$ cat config.mk
export PLATFORM = sky130hd
export DESIGN_NAME = tio_term_io_setup
export DESIGN_NICKNAME = d
export VERILOG_FILES = /design/src/shared/tio_pkg.sv /design/src/rtl/tio_term_io_setup.sv
export VERILOG_INCLUDE_DIRS = /design/src /design/src/shared
export SDC_FILE = /design/constraint.sdc
export NUM_CORES = 1
export LEC_CHECK = 0
export BUFFER_PORTS_ARGS = -buffer_cell sky130_fd_sc_hd__buf_4
export CORE_UTILIZATION = 45
export CTS_CLUSTER_DIAMETER = 100
export CTS_CLUSTER_SIZE = 40
export DETAILED_ROUTE_END_ITERATION = 6
export PLACE_DENSITY_LB_ADDON = 0.3
export SLEW_MARGIN = 30
export SYNTH_ARGS = -nofsm -noshare
export SYNTH_HDL_FRONTEND = slang
export SYNTH_SLANG_ARGS = --single-unit
$ cat constraint.sdc
create_clock -name core_clk -period 1.3 [get_ports core_clk]
set_input_delay 0.26 -clock core_clk [delete_from_list [all_inputs] [get_ports core_clk]]
set_output_delay 0.26 -clock core_clk [all_outputs]
set_load 0.02 [all_outputs]
$ cat src/shared/tio_consts.svh
// Offsets, field positions and reset values of the termination and I/O pin setup register.
`ifndef TIO_CONSTS_SVH
`define TIO_CONSTS_SVH
`define TIO_SETUP_ADDR 5'h07
`define TIO_SETUP_RESET 8'h00
`define TIO_BIT_OVOFF 7
`define TIO_BIT_T2_HI 6
`define TIO_BIT_T2_LO 5
`define TIO_BIT_T1_HI 4
`define TIO_BIT_T1_LO 3
`define TIO_BIT_IO1_EN 2
`define TIO_BIT_IO0_EN 1
`define TIO_BIT_CYC_INV 0
`endif

$ cat src/shared/tio_pkg.sv
// Types shared by the termination and I/O pin setup block.
package tio_pkg;
	typedef enum logic [1:0] {
		TIO_PIN_OFF = 2'h0,
		TIO_PIN_MASTER_TERM = 2'h1,
		TIO_PIN_GPIO = 2'h2,
		TIO_PIN_NA = 2'h3
	} tio_func_t;
	typedef enum logic [2:0] {
		TIO_CS_NORMAL = 3'h1,
		TIO_CS_ACTIVE = 3'h2,
		TIO_CS_OFF = 3'h4
	} tio_cyc_t;
endpackage : tio_pkg

$ cat src/rtl/tio_term_io_setup.sv
// Termination and I/O pin setup register with pin function and driver control.
`timescale 1ns/1ps
`include "tio_consts.svh"

module tio_term_io_setup (
	// Clock and reset.
	input wire logic core_clk,
	input wire logic rst_n,
	// Register write port from the serial interface decoder.
	input wire logic wrStrobe,
	input wire logic [4:0] wrAddr,
	input wire logic [7:0] wrData,
	input wire logic initMode,
	// Device conditions.
	input wire logic lowPowerMode,
	input wire logic cyclicSense,
	input wire logic cyclicActive,
	input wire logic overVoltage,
	// Requested I/O zero and I/O one drive from normal operation.
	input wire logic io0HighReq,
	input wire logic io0LowReq,
	input wire logic io1HighReq,
	input wire logic io1LowReq,
	// Register readback and decoded pin functions.
	output logic [7:0] setupValue,
	output tio_pkg::tio_func_t termPinOneFunction,
	output tio_pkg::tio_func_t term_pin_two_function,
	output logic termMasterSwitch,
	// Driver controls.
	output logic io0HighSide,
	output logic io0LowSide,
	output logic io1HighSide,
	output logic io1LowSide
);
	import tio_pkg::*;

	typedef struct packed {
		logic [7:0] setup;
		logic [2:0] ovSync;
		logic ovFilt;
		tio_cyc_t cyc;
		logic savedHigh;
		logic savedLow;
		logic io0H;
		logic io0L;
		logic io1H;
		logic io1L;
		tio_func_t f1;
		tio_func_t f2;
		logic master;
	} tio_state_t;

	tio_state_t cur;
	tio_state_t next_cur;
	logic ovStable;

	// Field two has no master termination use, so a reserved code is treated as off.
	function automatic tio_func_t decodeTwo(input logic [1:0] f);
		decodeTwo = (f == 2'h2) ? TIO_PIN_GPIO : TIO_PIN_OFF;
	endfunction : decodeTwo

	function automatic tio_func_t decodeOne(input logic [1:0] f);
		case (f)
			2'h1: decodeOne = TIO_PIN_MASTER_TERM;
			2'h2: decodeOne = TIO_PIN_GPIO;
			default: decodeOne = TIO_PIN_OFF;
		endcase
	endfunction : decodeOne

	// An overvoltage change counts only once the second and third stages agree.
	// Holding the last agreed level keeps a bouncing input from toggling I/O one.
	assign ovStable = (cur.ovSync[2] == cur.ovSync[1]) ? cur.ovSync[1] : cur.ovFilt;

	always_comb begin
		next_cur = cur;
		next_cur.ovSync = {cur.ovSync[1:0], overVoltage};
		next_cur.ovFilt = ovStable;
		if (wrStrobe && wrAddr == `TIO_SETUP_ADDR && initMode) begin
			next_cur.setup = wrData;
		end
		next_cur.f1 = decodeOne(cur.setup[`TIO_BIT_T1_HI:`TIO_BIT_T1_LO]);
		next_cur.f2 = decodeTwo(cur.setup[`TIO_BIT_T2_HI:`TIO_BIT_T2_LO]);
		next_cur.master = (decodeOne(cur.setup[`TIO_BIT_T1_HI:`TIO_BIT_T1_LO])
			== TIO_PIN_MASTER_TERM);
		case (cur.cyc)
			TIO_CS_NORMAL: begin
				if (lowPowerMode && cyclicSense) begin
					next_cur.cyc = cyclicActive ? TIO_CS_ACTIVE : TIO_CS_OFF;
				end else begin
					next_cur.savedHigh = io0HighReq;
					next_cur.savedLow = io0LowReq;
				end
			end
			TIO_CS_ACTIVE, TIO_CS_OFF: begin
				if (!(lowPowerMode && cyclicSense)) begin
					next_cur.cyc = TIO_CS_NORMAL;
				end else begin
					next_cur.cyc = cyclicActive ? TIO_CS_ACTIVE : TIO_CS_OFF;
				end
			end
			default: next_cur.cyc = TIO_CS_NORMAL;
		endcase
		// I/O zero drive.
		// A double request drives neither side, so the pin can never shoot through.
		if (!cur.setup[`TIO_BIT_IO0_EN]) begin
			next_cur.io0H = 1'h0;
			next_cur.io0L = 1'h0;
		end else if (cur.cyc == TIO_CS_NORMAL) begin
			next_cur.io0H = io0HighReq & ~io0LowReq;
			next_cur.io0L = io0LowReq & ~io0HighReq;
		end else if (cur.cyc == TIO_CS_ACTIVE) begin
			next_cur.io0H = cur.savedHigh & ~cur.savedLow;
			next_cur.io0L = cur.savedLow & ~cur.savedHigh;
		end else if (cur.setup[`TIO_BIT_CYC_INV]) begin
			next_cur.io0H = cur.savedLow & ~cur.savedHigh;
			next_cur.io0L = cur.savedHigh & ~cur.savedLow;
		end else begin
			next_cur.io0H = 1'h0;
			next_cur.io0L = 1'h0;
		end
		// I/O one drive; overvoltage shut-off overrides the request.
		if (!cur.setup[`TIO_BIT_IO1_EN]) begin
			next_cur.io1H = 1'h0;
			next_cur.io1L = 1'h0;
		end else if (cur.setup[`TIO_BIT_OVOFF] && ovStable) begin
			next_cur.io1H = 1'h0;
			next_cur.io1L = 1'h0;
		end else begin
			next_cur.io1H = io1HighReq & ~io1LowReq;
			next_cur.io1L = io1LowReq & ~io1HighReq;
		end
	end

	always_ff @(posedge core_clk) begin
		if (!rst_n) begin
			cur <= '{setup: `TIO_SETUP_RESET, ovSync: 3'h0, cyc: TIO_CS_NORMAL,
				f1: TIO_PIN_OFF, f2: TIO_PIN_OFF, default: 1'h0};
		end else begin
			cur <= next_cur;
		end
	end

	assign setupValue = cur.setup;
	assign termPinOneFunction = cur.f1;
	assign term_pin_two_function = cur.f2;
	assign termMasterSwitch = cur.master;
	assign io0HighSide = cur.io0H;
	assign io0LowSide = cur.io0L;
	assign io1HighSide = cur.io1H;
	assign io1LowSide = cur.io1L;

	ignore_outside_init_a: assert property (@(posedge core_clk) disable iff (!rst_n)
		!initMode |=> $stable(setupValue))
		else $error("Setup register changed outside initialization mode.");

	write_in_init_a: assert property (@(posedge core_clk) disable iff (!rst_n)
		wrStrobe && initMode && wrAddr == `TIO_SETUP_ADDR |=> setupValue == $past(wrData))
		else $error("Write in initialization mode not stored.");

	ov_shutoff_a: assert property (@(posedge core_clk) disable iff (!rst_n)
		(setupValue[`TIO_BIT_OVOFF] && overVoltage) [*4] |=> !io1HighSide && !io1LowSide)
		else $error("I/O one not off during overvoltage.");

	pin_two_decode_a: assert property (@(posedge core_clk) disable iff (!rst_n)
		$stable(setupValue) |-> term_pin_two_function ==
		(setupValue[6:5] == 2'h2 ? TIO_PIN_GPIO : TIO_PIN_OFF))
		else $error("Pin two function decoded wrongly.");

	pin_one_master_a: assert property (@(posedge core_clk) disable iff (!rst_n)
		$stable(setupValue) |-> termMasterSwitch ==
		(setupValue[`TIO_BIT_T1_HI:`TIO_BIT_T1_LO] == 2'h1))
		else $error("Master termination switch decoded wrongly.");

	io1_disabled_a: assert property (@(posedge core_clk) disable iff (!rst_n)
		!setupValue[2] && $stable(setupValue) |=> !io1HighSide && !io1LowSide)
		else $error("I/O one driven while disabled.");

	io0_disabled_a: assert property (@(posedge core_clk) disable iff (!rst_n)
		!setupValue[1] && $stable(setupValue) |=> !io0HighSide && !io0LowSide)
		else $error("I/O zero driven while disabled.");

	cyc_off_time_a: assert property (@(posedge core_clk) disable iff (!rst_n)
		cur.cyc == TIO_CS_OFF && !setupValue[0] && $stable(setupValue)
		|=> !io0HighSide && !io0LowSide)
		else $error("I/O zero driven in cyclic off time.");

	cyc_opposite_a: assert property (@(posedge core_clk) disable iff (!rst_n)
		cur.cyc == TIO_CS_OFF && setupValue[1:0] == 2'h3 && $stable(setupValue)
		&& cur.savedHigh && !cur.savedLow |=> io0LowSide && !io0HighSide)
		else $error("Opposite driver not turned on in cyclic off time.");

	pin_one_func_a: assert property (@(posedge core_clk) disable iff (!rst_n)
		$stable(setupValue) |-> termPinOneFunction ==
		(setupValue[4:3] == 2'h1 ? TIO_PIN_MASTER_TERM :
		setupValue[4:3] == 2'h2 ? TIO_PIN_GPIO : TIO_PIN_OFF))
		else $error("Pin one function decoded wrongly.");

	io0_enabled_a: assert property (@(posedge core_clk) disable iff (!rst_n)
		setupValue[`TIO_BIT_IO0_EN] && cur.cyc == TIO_CS_NORMAL && io0HighReq && !io0LowReq
		|=> io0HighSide && !io0LowSide)
		else $error("I/O zero high side not driven while enabled.");

	ov_kept_on_a: assert property (@(posedge core_clk) disable iff (!rst_n)
		!setupValue[`TIO_BIT_OVOFF] && setupValue[`TIO_BIT_IO1_EN] && io1LowReq && !io1HighReq
		|=> io1LowSide && !io1HighSide)
		else $error("I/O one turned off although shut-off is not selected.");

	io0_restore_a: assert property (@(posedge core_clk) disable iff (!rst_n)
		cur.cyc == TIO_CS_ACTIVE && setupValue[`TIO_BIT_IO0_EN]
		&& cur.savedHigh && !cur.savedLow |=> io0HighSide && !io0LowSide)
		else $error("I/O zero state not restored in cyclic active time.");

	cyc_opposite_low_a: assert property (@(posedge core_clk) disable iff (!rst_n)
		cur.cyc == TIO_CS_OFF && setupValue[1:0] == 2'h3 && $stable(setupValue)
		&& cur.savedLow && !cur.savedHigh |=> io0HighSide && !io0LowSide)
		else $error("High side not turned on in cyclic off time.");
endmodule : tio_term_io_setup

==> results of run 1 <==
[routing by layer]
layer | vias up | global-route usage, %
li1 | 452 | -
met1 | 416 | 23.3
met2 | 35 | 28.0
met3 | 5 | 1.82
met4 | 0 | 11.1
met5 | - | 0
[final timing paths]
check | end | slack, ns | cells past startpoint
max | cur[9] | 0.08 | 3
min | cur[13] | 0.09 | 2
max reg2reg | cur[9] | 0.08 | 3
min reg2reg | term_pin_two_function[1] | 0.44 | 1
[layout make-up]
type,instances,share of cell area (%)
Clock buffer,3,1.70
Clock inverter,1,2.27
Inverter,2,0.568
Multi-Input combinational cell,72,33.8
Sequential cell,24,36.3
Tap cell,28,2.65
Timing Repair Buffer,40,22.7
[stage by stage]
stage / instances / area, µm² / power [mW] / util [%]
finish: 170 / 1320 / 1.42 / 59.8
global route: 170 / 1320 / 1.48 / 59.8
CTS: 170 / 1320 / 1.44 / 59.8
detailed placement: 166 / 1270 / 0.906 / 57.4
global placement: 166 / 1270 / 0.900 / 57.4
floorplan: 115 / 1050 / 0.838 / -
[synth_stat cells (all sizes together)]
master and number:
nor3b 2, nand3b 3, and3b 3, or3b 1, and2 5, conb 1
dfxtp 24, inv 2, nand3 10, maj3 1, nand2 5, a21oi 11
a31oi 2, nand4b 3, o2111ai 1, and4b 3, o21bai 1, nor4b 2
xor2 1, clkbuf 2, o21ai 13, nor2 4, buf 15
[cell families after synthesis]
logic type / count (synthesis) / share of synthesized area, %
xor gates and xnor gates: 1 / 0.833
DFF: 24 / 45.7
buffers and inverters: 19 / 11.8
adders and majority gates: 1 / 1.07
and+or+nand+nor: 41 / 25.5
other: 1 / 0.357
AOI/OAI and AO/OA: 28 / 14.8
[sequential cells by signal, summed over array words and instances, names as in the netlist]
signal                 flops
io1LowSide                 1
termMasterSwitch           1
cur                        9
io0HighSide                1
io0LowSide                 1
io1HighSide                1
setupValue                 8
term_pin_two_function      1
termPinOneFunction         1
[power by group]
group	leakage, nW	switching (mW)	internal [mW]
sequential	0.195	0.0156	0.748
clock	0.0279	0.220	0.312
combinational	0.350	0.0537	0.0718
[worst max-delay path: cells and delay by family (launching register included)]
kind | cells | cell delay, ns
flops | 1 | 0.48
simple gates | 1 | 0.40
compound gates | 2 | 0.23
==> results.tsv, run 1 <==
stage	metric	value	unit
layout	most common cell after layout, fill and taps aside	buf_4	
yosys	sequential area share after synthesis	45.7	%
detailed_routing	highest metal layer with signal wires	met4	
timing	worst setup margin	0.0798	ns
yosys	yosys warns	0	
timing	min Tclk post-route	1.22	ns
clocking	hold buffer count at CTS	0	
layout	layout cells sized above 1	33.8	%
timing	fmax	820	MHz
placed_design	pre-CTS setup slack	0.130	ns
global_routing	All-Layer GR Usage	17.8	%
floorplan	Die H	50.3	µm
power_and_ir_drop	P_leak	0.572	nW
detailed_routing	WL met1	936	µm
setup_path	crit path kind	flop to flop	
detailed_routing	drt pass-1 iters	4	
timing	RSZ-0062 raised after global routing	false	
timing	setup_tns	0	ns
yosys	area leader, netlist	dfxtp_1	
clocking	Worst-path clk slew	0.12	ns
floorplan	I/O pin total	42	
detailed_routing	DRT antenna net count	0	
setup_path	Critical Path RT	1.50	ns
setup_path	RR Startpoint	cur[11]	
timing	Period Utilization, post-route	93.9	%
setup_path	CP startpoint	cur[11]	
detailed_routing	Routed WL	2.10	mm
placed_design	hpwl dp	1.59	mm
setup_path	max incr delay on CP	0.48	ns
floorplan	die area	2530	µm²
worst_hold_path	Hold WC Path Type	input port to flop	
setup_path	CP Max Fanout	9	
timing	worst hold slack	0.0882	ns
global_routing	Remaining Overflow, GRT	0	
clocking	clock tree buffer depth	2	
layout	final net count	168	
worst_hold_path	worst hold path startpoint	cyclicActive	
clocking	H-tree Lvls	1	
layout	multi-input logic area	447	µm²
setup_path	CP endpoint kind	flop	
power_and_ir_drop	VDD IR max	897	µV
timing	Final Hold Fails	0	
layout	Antenna diodes	0	
global_routing	global-route wire length before repair	3.35	mm
global_routing	number of global-route vias before repair	767	
detailed_routing	met2 routed wirelength	1.02	mm
placed_design	RePlAce Congestion	0.772	
yosys	syn nets	140	
yosys	synth unique cells	28	
clocking	cts bufs inserted	3	
run_status	run status	completed	
yosys	share of the synthesized area in the top cell type	45.7	%
setup_path	critical-path cell list	or3b_1 -> o21ai_1 -> a21oi_1	
clocking	postcts setup bufs	0	
clocking	CTS tree	done	
timing	Clock Skew	0.00203	ns
yosys	Avg Cell Area, Syn	9.14	µm²
global_routing	pin count of the biggest net entering global routing	15	
global_routing	initial antenna violation count	0	
detailed_routing	Vias/cell	5.34	
placed_design	port buffer count	40	
setup_path	CP Launch Type	flop	
detailed_routing	initial drt markers	30	
detailed_routing	DR WL/cell	12.3	µm
detailed_routing	DR vias	908	
floorplan	Placeable Area	2210	µm²
yosys	area of the mapped netlist	1050	µm²
layout	commonest cells after routing, fill and taps aside	buf_4, dfxtp_1, a21oi_1	
power_and_ir_drop	P per Cell Area	1070	nW/µm²
run	Max-Cap Viols	0	
clocking	post-CTS resize count	0	
clocking	clk_lat worst skew	0.31	ns
layout	# fillers	214	
setup_path	slowest CP cell	dfxtp_1	
detailed_routing	met3 routed wirelength	88	µm
yosys	cell count after synthesis	115	
clocking	Root Buffer	clkbuf_4	
layout	Syn-to-layout area delta	25.8	%
floorplan	Die X	50.3	µm
yosys	FF+latch count, synth	24	
floorplan	Starting Density	47.5	%
detailed_routing	# DRC	0	
timing	fin. max-slew vios	0	
yosys	top post-synthesis cells by area	dfxtp_1, buf_4, a21oi_1	
setup_path	Worst Path Arrival	1.42	ns
clocking	CTS Sinks	24	
floorplan	Rows	17	
layout	sequential cell area	480	µm²
timing	setup violators final	0	
(Power assumes the default switching activity.)
==> run 2, diff against run 1 <==
Settings changed: CAP_MARGIN set to 5, REMOVE_ABC_BUFFERS set to 1.
==> run 2 against run 1 <==
Effect of this change:
- combinational power is essentially flat
- routed wire length is 0.95% higher
- sequential share of layout area rose by 0.060 points
- clock-buffer cell count stayed put
- die area did not move
- flip-flop and latch count did not move
- global-route usage grew 0.30 points
- power decreased by 0.15%
- sequential power about the same
- maximum frequency rose by 4.4%
- clock power about the same
- worst setup slack improved by 0.051 ns
- largest cell class unchanged
- largest power group unchanged
==> results.tsv, run 2 (same netlist as run 1, synthesis figures left out) <==
stage	metric	value	unit	change
run_status	run status	completed		unchanged
floorplan	Die X	50.3	µm	unchanged
clocking	clock tree buffer depth	2		unchanged
setup_path	slowest CP cell	dfxtp_1		unchanged
clocking	cts bufs inserted	3		unchanged
setup_path	CP bufs+invs	1		was 0
clocking	CTS Sinks	24		unchanged
floorplan	Starting Density	47.5	%	unchanged
setup_path	CP Max Fanout	6		was 9
layout	Syn-to-layout area delta	26.0	%	was 25.8%
layout	Biggest register	cur		unchanged
power_and_ir_drop	VDD IR max	586	µV	was 897 µV
layout	max reg flops	9		unchanged
timing	min Tclk post-route	1.17	ns	was 1.22 ns
global_routing	global-route wire length before repair	3.40	mm	was 3.35 mm
worst_hold_path	hold depth	2		unchanged
placed_design	port buffer count	40		unchanged
floorplan	Placeable Area	2210	µm²	unchanged
placed_design	Area after DPL	1270	µm²	unchanged
setup_path	Critical Path RT	1.04	ns	was 1.50 ns
timing	RSZ-0062 raised after global routing	false		unchanged
setup_path	CP Launch Type	flop		unchanged
detailed_routing	Routed WL	2.12	mm	was 2.10 mm
setup_path	CP top delay family	flip-flops		unchanged
layout	layout cells sized above 1	34.5	%	was 33.8%
detailed_routing	DR WL/cell	12.5	µm	was 12.3 µm
detailed_routing	drt pass-1 iters	4		unchanged
timing	Final Hold Fails	0		unchanged
timing	setup_tns	0	ns	unchanged
placed_design	placed cell count	166		unchanged
timing	worst setup margin	0.131	ns	was 0.0798 ns
power_and_ir_drop	P per Cell Area	1070	nW/µm²	about the same
layout	design area	1320	µm²	about the same
detailed_routing	DRT antenna net count	0		unchanged
setup_path	Worst R2R Path Depth	3		unchanged
setup_path	CP endpoint kind	output pin		was flop
detailed_routing	initial drt markers	9		was 30
floorplan	Rows	17		unchanged
clocking	clk_lat worst skew	0.31	ns	about the same
clocking	hold buffer count at CTS	0		unchanged
floorplan	die area	2530	µm²	unchanged
setup_path	max incr delay on CP	0.42	ns	was 0.48 ns
layout	Finished Layout Cells	170		unchanged
floorplan	I/O pin total	42		unchanged
setup_path	Levels on crit path	1		was 3
detailed_routing	Vias/cell	5.22		was 5.34
worst_hold_path	Hold WC Path Type	input port to flop		unchanged
layout	Antenna diodes	0		unchanged
placed_design	RePlAce Congestion	0.750		was 0.772
clocking	H-tree Lvls	1		unchanged
power_and_ir_drop	P_leak	0.572	nW	about the same
run	Max-Cap Viols	0		unchanged
timing	Period Utilization, post-route	89.9	%	was 93.9%
layout	commonest cells after routing, fill and taps aside	buf_4, dfxtp_1, a21oi_1		unchanged
timing	Clock Skew	0.00393	ns	was 0.00203 ns
global_routing	Remaining Overflow, GRT	0		unchanged
setup_path	critical-path cell list	buf_4		was or3b_1 -> o21ai_1 -> a21oi_1
clocking	post-CTS resize count	0		unchanged
layout	final net count	168		unchanged
timing	fin. max-slew vios	0		unchanged
global_routing	pin count of the biggest net entering global routing	15		unchanged
layout	most common cell after layout, fill and taps aside	buf_4		unchanged
detailed_routing	# DRC	0		unchanged
clocking	CTS tree	done		unchanged
global_routing	initial antenna violation count	0		unchanged
layout	Final Util	59.8	%	about the same
detailed_routing	DR vias	887		was 908
setup_path	Worst Path Arrival	0.91	ns	was 1.42 ns
global_routing	All-Layer GR Usage	18.1	%	was 17.8%
clocking	Worst-path clk slew	0.13	ns	was 0.12 ns
placed_design	pre-CTS setup slack	0.0922	ns	was 0.130 ns
timing	setup violators final	0		unchanged
global_routing	number of global-route vias before repair	758		was 767
placed_design	hpwl dp	1.58	mm	was 1.59 mm
clocking	Root Buffer	clkbuf_4		unchanged
setup_path	crit path kind	flop to output pin		was flop to flop
timing	fmax	855	MHz	was 820 MHz
floorplan	Die H	50.3	µm	unchanged
clocking	postcts setup bufs	0		unchanged
## run 2: worst paths after layout
path         slack (ns)          start                  endpoint
max                0.13  setupValue[0]             setupValue[0]
min                0.09   cyclicActive                   cur[13]
max reg2reg        0.15        cur[13]                    cur[9]
min reg2reg        0.46  setupValue[5]  term_pin_two_function[1]
## run 2: final cells by class
type,count,area [µm²]
fillers,187,888
flip-flops and latches,24,482
multi-input cells,72,447
repair buffers,40,300
well taps,28,35.0
clock inverters,1,30.0
clock buffers,3,22.5
inverters,2,7.51
## run 2: per-stage QoR
stage	hold WS, ns	total power [mW]
2_1_floorplan	0.332	0.826
3_3_place_gp	0.419	0.899
3_5_place_dp	0.430	0.905
4_1_cts	0.0833	1.43
5_1_grt	0.0839	1.47
6_report	0.0936	1.42
## run 2: worst register-to-register path, cell delays in order (launching register included)
cell and delay [ns]:
dfxtp_1 0.39, or3b_1 0.41, o21ai_1 0.15, a21oi_1 0.09
## run 2: metal layers
metal	share of wire [%]	up-vias	track usage, %
li1	-	447	-
met1	45	411	23.2
met2	49	25	28.4
met3	4.0	4	2.73
met4	1.5	0	11.1
met5	0	-	0
## run 2: power breakdown
part / leakage (nW) / switching, mW / internal, mW
clock network: 0.0279 / 0.218 / 0.312
logic: 0.350 / 0.0537 / 0.0719
registers: 0.194 / 0.0150 / 0.749
total: 0.572 / 0.287 / 1.13
==> run 3, diff against run 2 <==
Settings changed: RECOVER_POWER set to 50.
==> run 3 against run 2 <==
Effect of this change:
- critical path depth unchanged
- critical endpoint unchanged
- final cell count unchanged
- clock power about the same
- maximum frequency about the same
==> results.tsv, run 3 (same netlist as run 1, synthesis figures left out) <==
stage	metric	value	unit	change
run_status	run status	completed		unchanged
worst_hold_path	worst hold path startpoint	cyclicActive		unchanged
setup_path	CP Launch Type	flop		unchanged
placed_design	RePlAce Congestion	0.750		unchanged
global_routing	number of global-route vias before repair	758		unchanged
setup_path	critical-path cell list	buf_4		unchanged
layout	final net count	168		unchanged
power_and_ir_drop	Sw Share	20.2	%	about the same
clocking	Worst-path clk slew	0.13	ns	about the same
layout	most common cell after layout, fill and taps aside	buf_4		unchanged
layout	commonest cells after routing, fill and taps aside	buf_4, dfxtp_1, a21oi_1		unchanged
timing	setup_tns	0	ns	unchanged
layout	Biggest register	cur		unchanged
layout	design area	1300	µm²	was 1320 µm²
worst_hold_path	Hold WC Path Type	input port to flop		unchanged
power_and_ir_drop	VDD IR max	585	µV	was 586 µV
clocking	Root Buffer	clkbuf_4		unchanged
floorplan	Rows	17		unchanged
global_routing	Remaining Overflow, GRT	0		unchanged
floorplan	Starting Density	47.5	%	unchanged
detailed_routing	drt pass-1 iters	4		unchanged
clocking	CTS tree	done		unchanged
setup_path	R2R setup slack	0.16	ns	was 0.15 ns
setup_path	CP endpoint kind	output pin		unchanged
setup_path	CP Max Fanout	6		unchanged
floorplan	I/O pin total	42		unchanged
timing	RSZ-0062 raised after global routing	false		unchanged
global_routing	initial antenna violation count	0		unchanged
floorplan	Die H	50.3	µm	unchanged
placed_design	pre-CTS setup slack	0.0922	ns	unchanged
placed_design	placed cell count	166		unchanged
worst_hold_path	hold depth	2		unchanged
power_and_ir_drop	P_leak	0.551	nW	was 0.572 nW
placed_design	Area after DPL	1270	µm²	unchanged
layout	Finished Layout Cells	170		unchanged
detailed_routing	initial drt markers	9		unchanged
power_and_ir_drop	sequential power share	54.0	%	was 53.8%
timing	min Tclk post-route	1.17	ns	about the same
setup_path	slowest CP cell	dfxtp_1		unchanged
clocking	CTS Sinks	24		unchanged
detailed_routing	# DRC	0		unchanged
setup_path	max incr delay on CP	0.42	ns	about the same
power_and_ir_drop	switching power	285	µW	was 287 µW
run	Max-Cap Viols	0		unchanged
layout	Final Util	58.8	%	was 59.8%
setup_path	CP top delay family	flip-flops		unchanged
setup_path	Worst Path Arrival	0.91	ns	about the same
detailed_routing	DRT antenna net count	0		unchanged
timing	Final Hold Fails	0		unchanged
global_routing	global-route wire length before repair	3.40	mm	unchanged
floorplan	Die X	50.3	µm	unchanged
timing	setup violators final	0		unchanged
placed_design	hpwl dp	1.58	mm	unchanged
power_and_ir_drop	Clock power frac	37.4	%	was 37.3%
layout	Antenna diodes	0		unchanged
setup_path	CP bufs+invs	1		unchanged
floorplan	Placeable Area	2210	µm²	unchanged
timing	worst setup margin	0.131	ns	about the same
timing	Clock Skew	0.00417	ns	was 0.00393 ns
detailed_routing	Vias/cell	5.21		was 5.22
worst_hold_path	hold endpoint	cur[13]		unchanged
setup_path	Critical Path RT	1.04	ns	about the same
layout	max reg flops	9		unchanged
layout	# fillers	189		was 187
floorplan	die area	2530	µm²	unchanged
placed_design	port buffer count	40		unchanged
setup_path	RR Startpoint	cur[11]		was cur[13]
detailed_routing	Routed WL	2.12	mm	about the same
timing	fin. max-slew vios	0		unchanged
global_routing	All-Layer GR Usage	18.1	%	unchanged
detailed_routing	DR vias	885		was 887
power_and_ir_drop	internal power	1.13	mW	about the same
setup_path	crit path kind	flop to output pin		unchanged
timing	fmax	856	MHz	was 855 MHz
setup_path	Worst R2R Path Depth	3		unchanged
clocking	clk_lat worst skew	0.31	ns	about the same
timing	Period Utilization, post-route	89.9	%	about the same
clocking	clock tree buffer depth	2		unchanged
layout	Syn-to-layout area delta	23.8	%	was 26.0%
clocking	H-tree Lvls	1		unchanged
clocking	cts bufs inserted	3		unchanged
clocking	hold buffer count at CTS	0		unchanged
layout	layout cells sized above 1	30.3	%	was 34.5%
setup_path	R2R Path End	cur[9]		unchanged
global_routing	pin count of the biggest net entering global routing	15		unchanged
detailed_routing	DR WL/cell	12.5	µm	about the same
power_and_ir_drop	P per Cell Area	1090	nW/µm²	was 1070 nW/µm²
power_and_ir_drop	Comb pwr share	8.6	%	was 8.9%
==> run 3: through the flow <==
| step | total power [mW] | hold WS, ns |
|---|---|---|
| floorplan | 0.826 | 0.332 |
| global placement | 0.899 | 0.419 |
| detailed placement | 0.905 | 0.430 |
| CTS | 1.43 | 0.0833 |
| global route | 1.47 | 0.0839 |
| finish | 1.41 | 0.0946 |
==> run 3: worst max path at each step <==
stage / endpoint / from / cells past startpoint / slack (ns)
6_report: setupValue[0] / setupValue[0] / 1 / 0.13
5_1_grt: setupValue[0] / setupValue[0] / 1 / 0.07
4_1_cts: cur[9] / cur[11] / 3 / 0.08
3_5_place_dp: cur[9] / cur[11] / 3 / 0.09
3_3_place_gp: cur[10] / cur[11] / 3 / 0.16
2_1_floorplan: cur[10] / cur[11] / 3 / 0.21
==> run 3: metal layers <==
layer	GRT usage, %	wire [µm]	up-vias
met2	28.4	1030	25
met4	11.1	31	0
met5	0	0	-
met1	23.2	972	409
li1	-	-	447
met3	2.73	83	4
==> run 3: timing repair <==
item	4_1_cts	5_1_grt
resized for setup	0	1
endpoints found under the setup margin	0	1
buffers inserted	0	0
==> run 3: area by class of cell <==
| class | count | area, µm² | area share (%) |
|---|---|---|---|
| clock inverter | 1 | 30.0 | 2.31 |
| multi-input combinational | 72 | 439 | 33.7 |
| tap | 28 | 35.0 | 2.69 |
| sequential | 24 | 482 | 37.0 |
| clock buffer | 3 | 22.5 | 1.73 |
| inverter | 2 | 7.51 | 0.577 |
| timing repair buffer | 40 | 285 | 21.9 |
==> run 3: power groups by stage <==
stage / sequential, mW / combinational, mW / clock [mW]
2_1_floorplan: 0.777 / 0.0488 / 0
3_5_place_dp: 0.780 / 0.125 / 0
6_report: 0.764 / 0.122 / 0.529
5_1_grt: 0.766 / 0.134 / 0.567
3_3_place_gp: 0.779 / 0.120 / 0
4_1_cts: 0.763 / 0.126 / 0.544
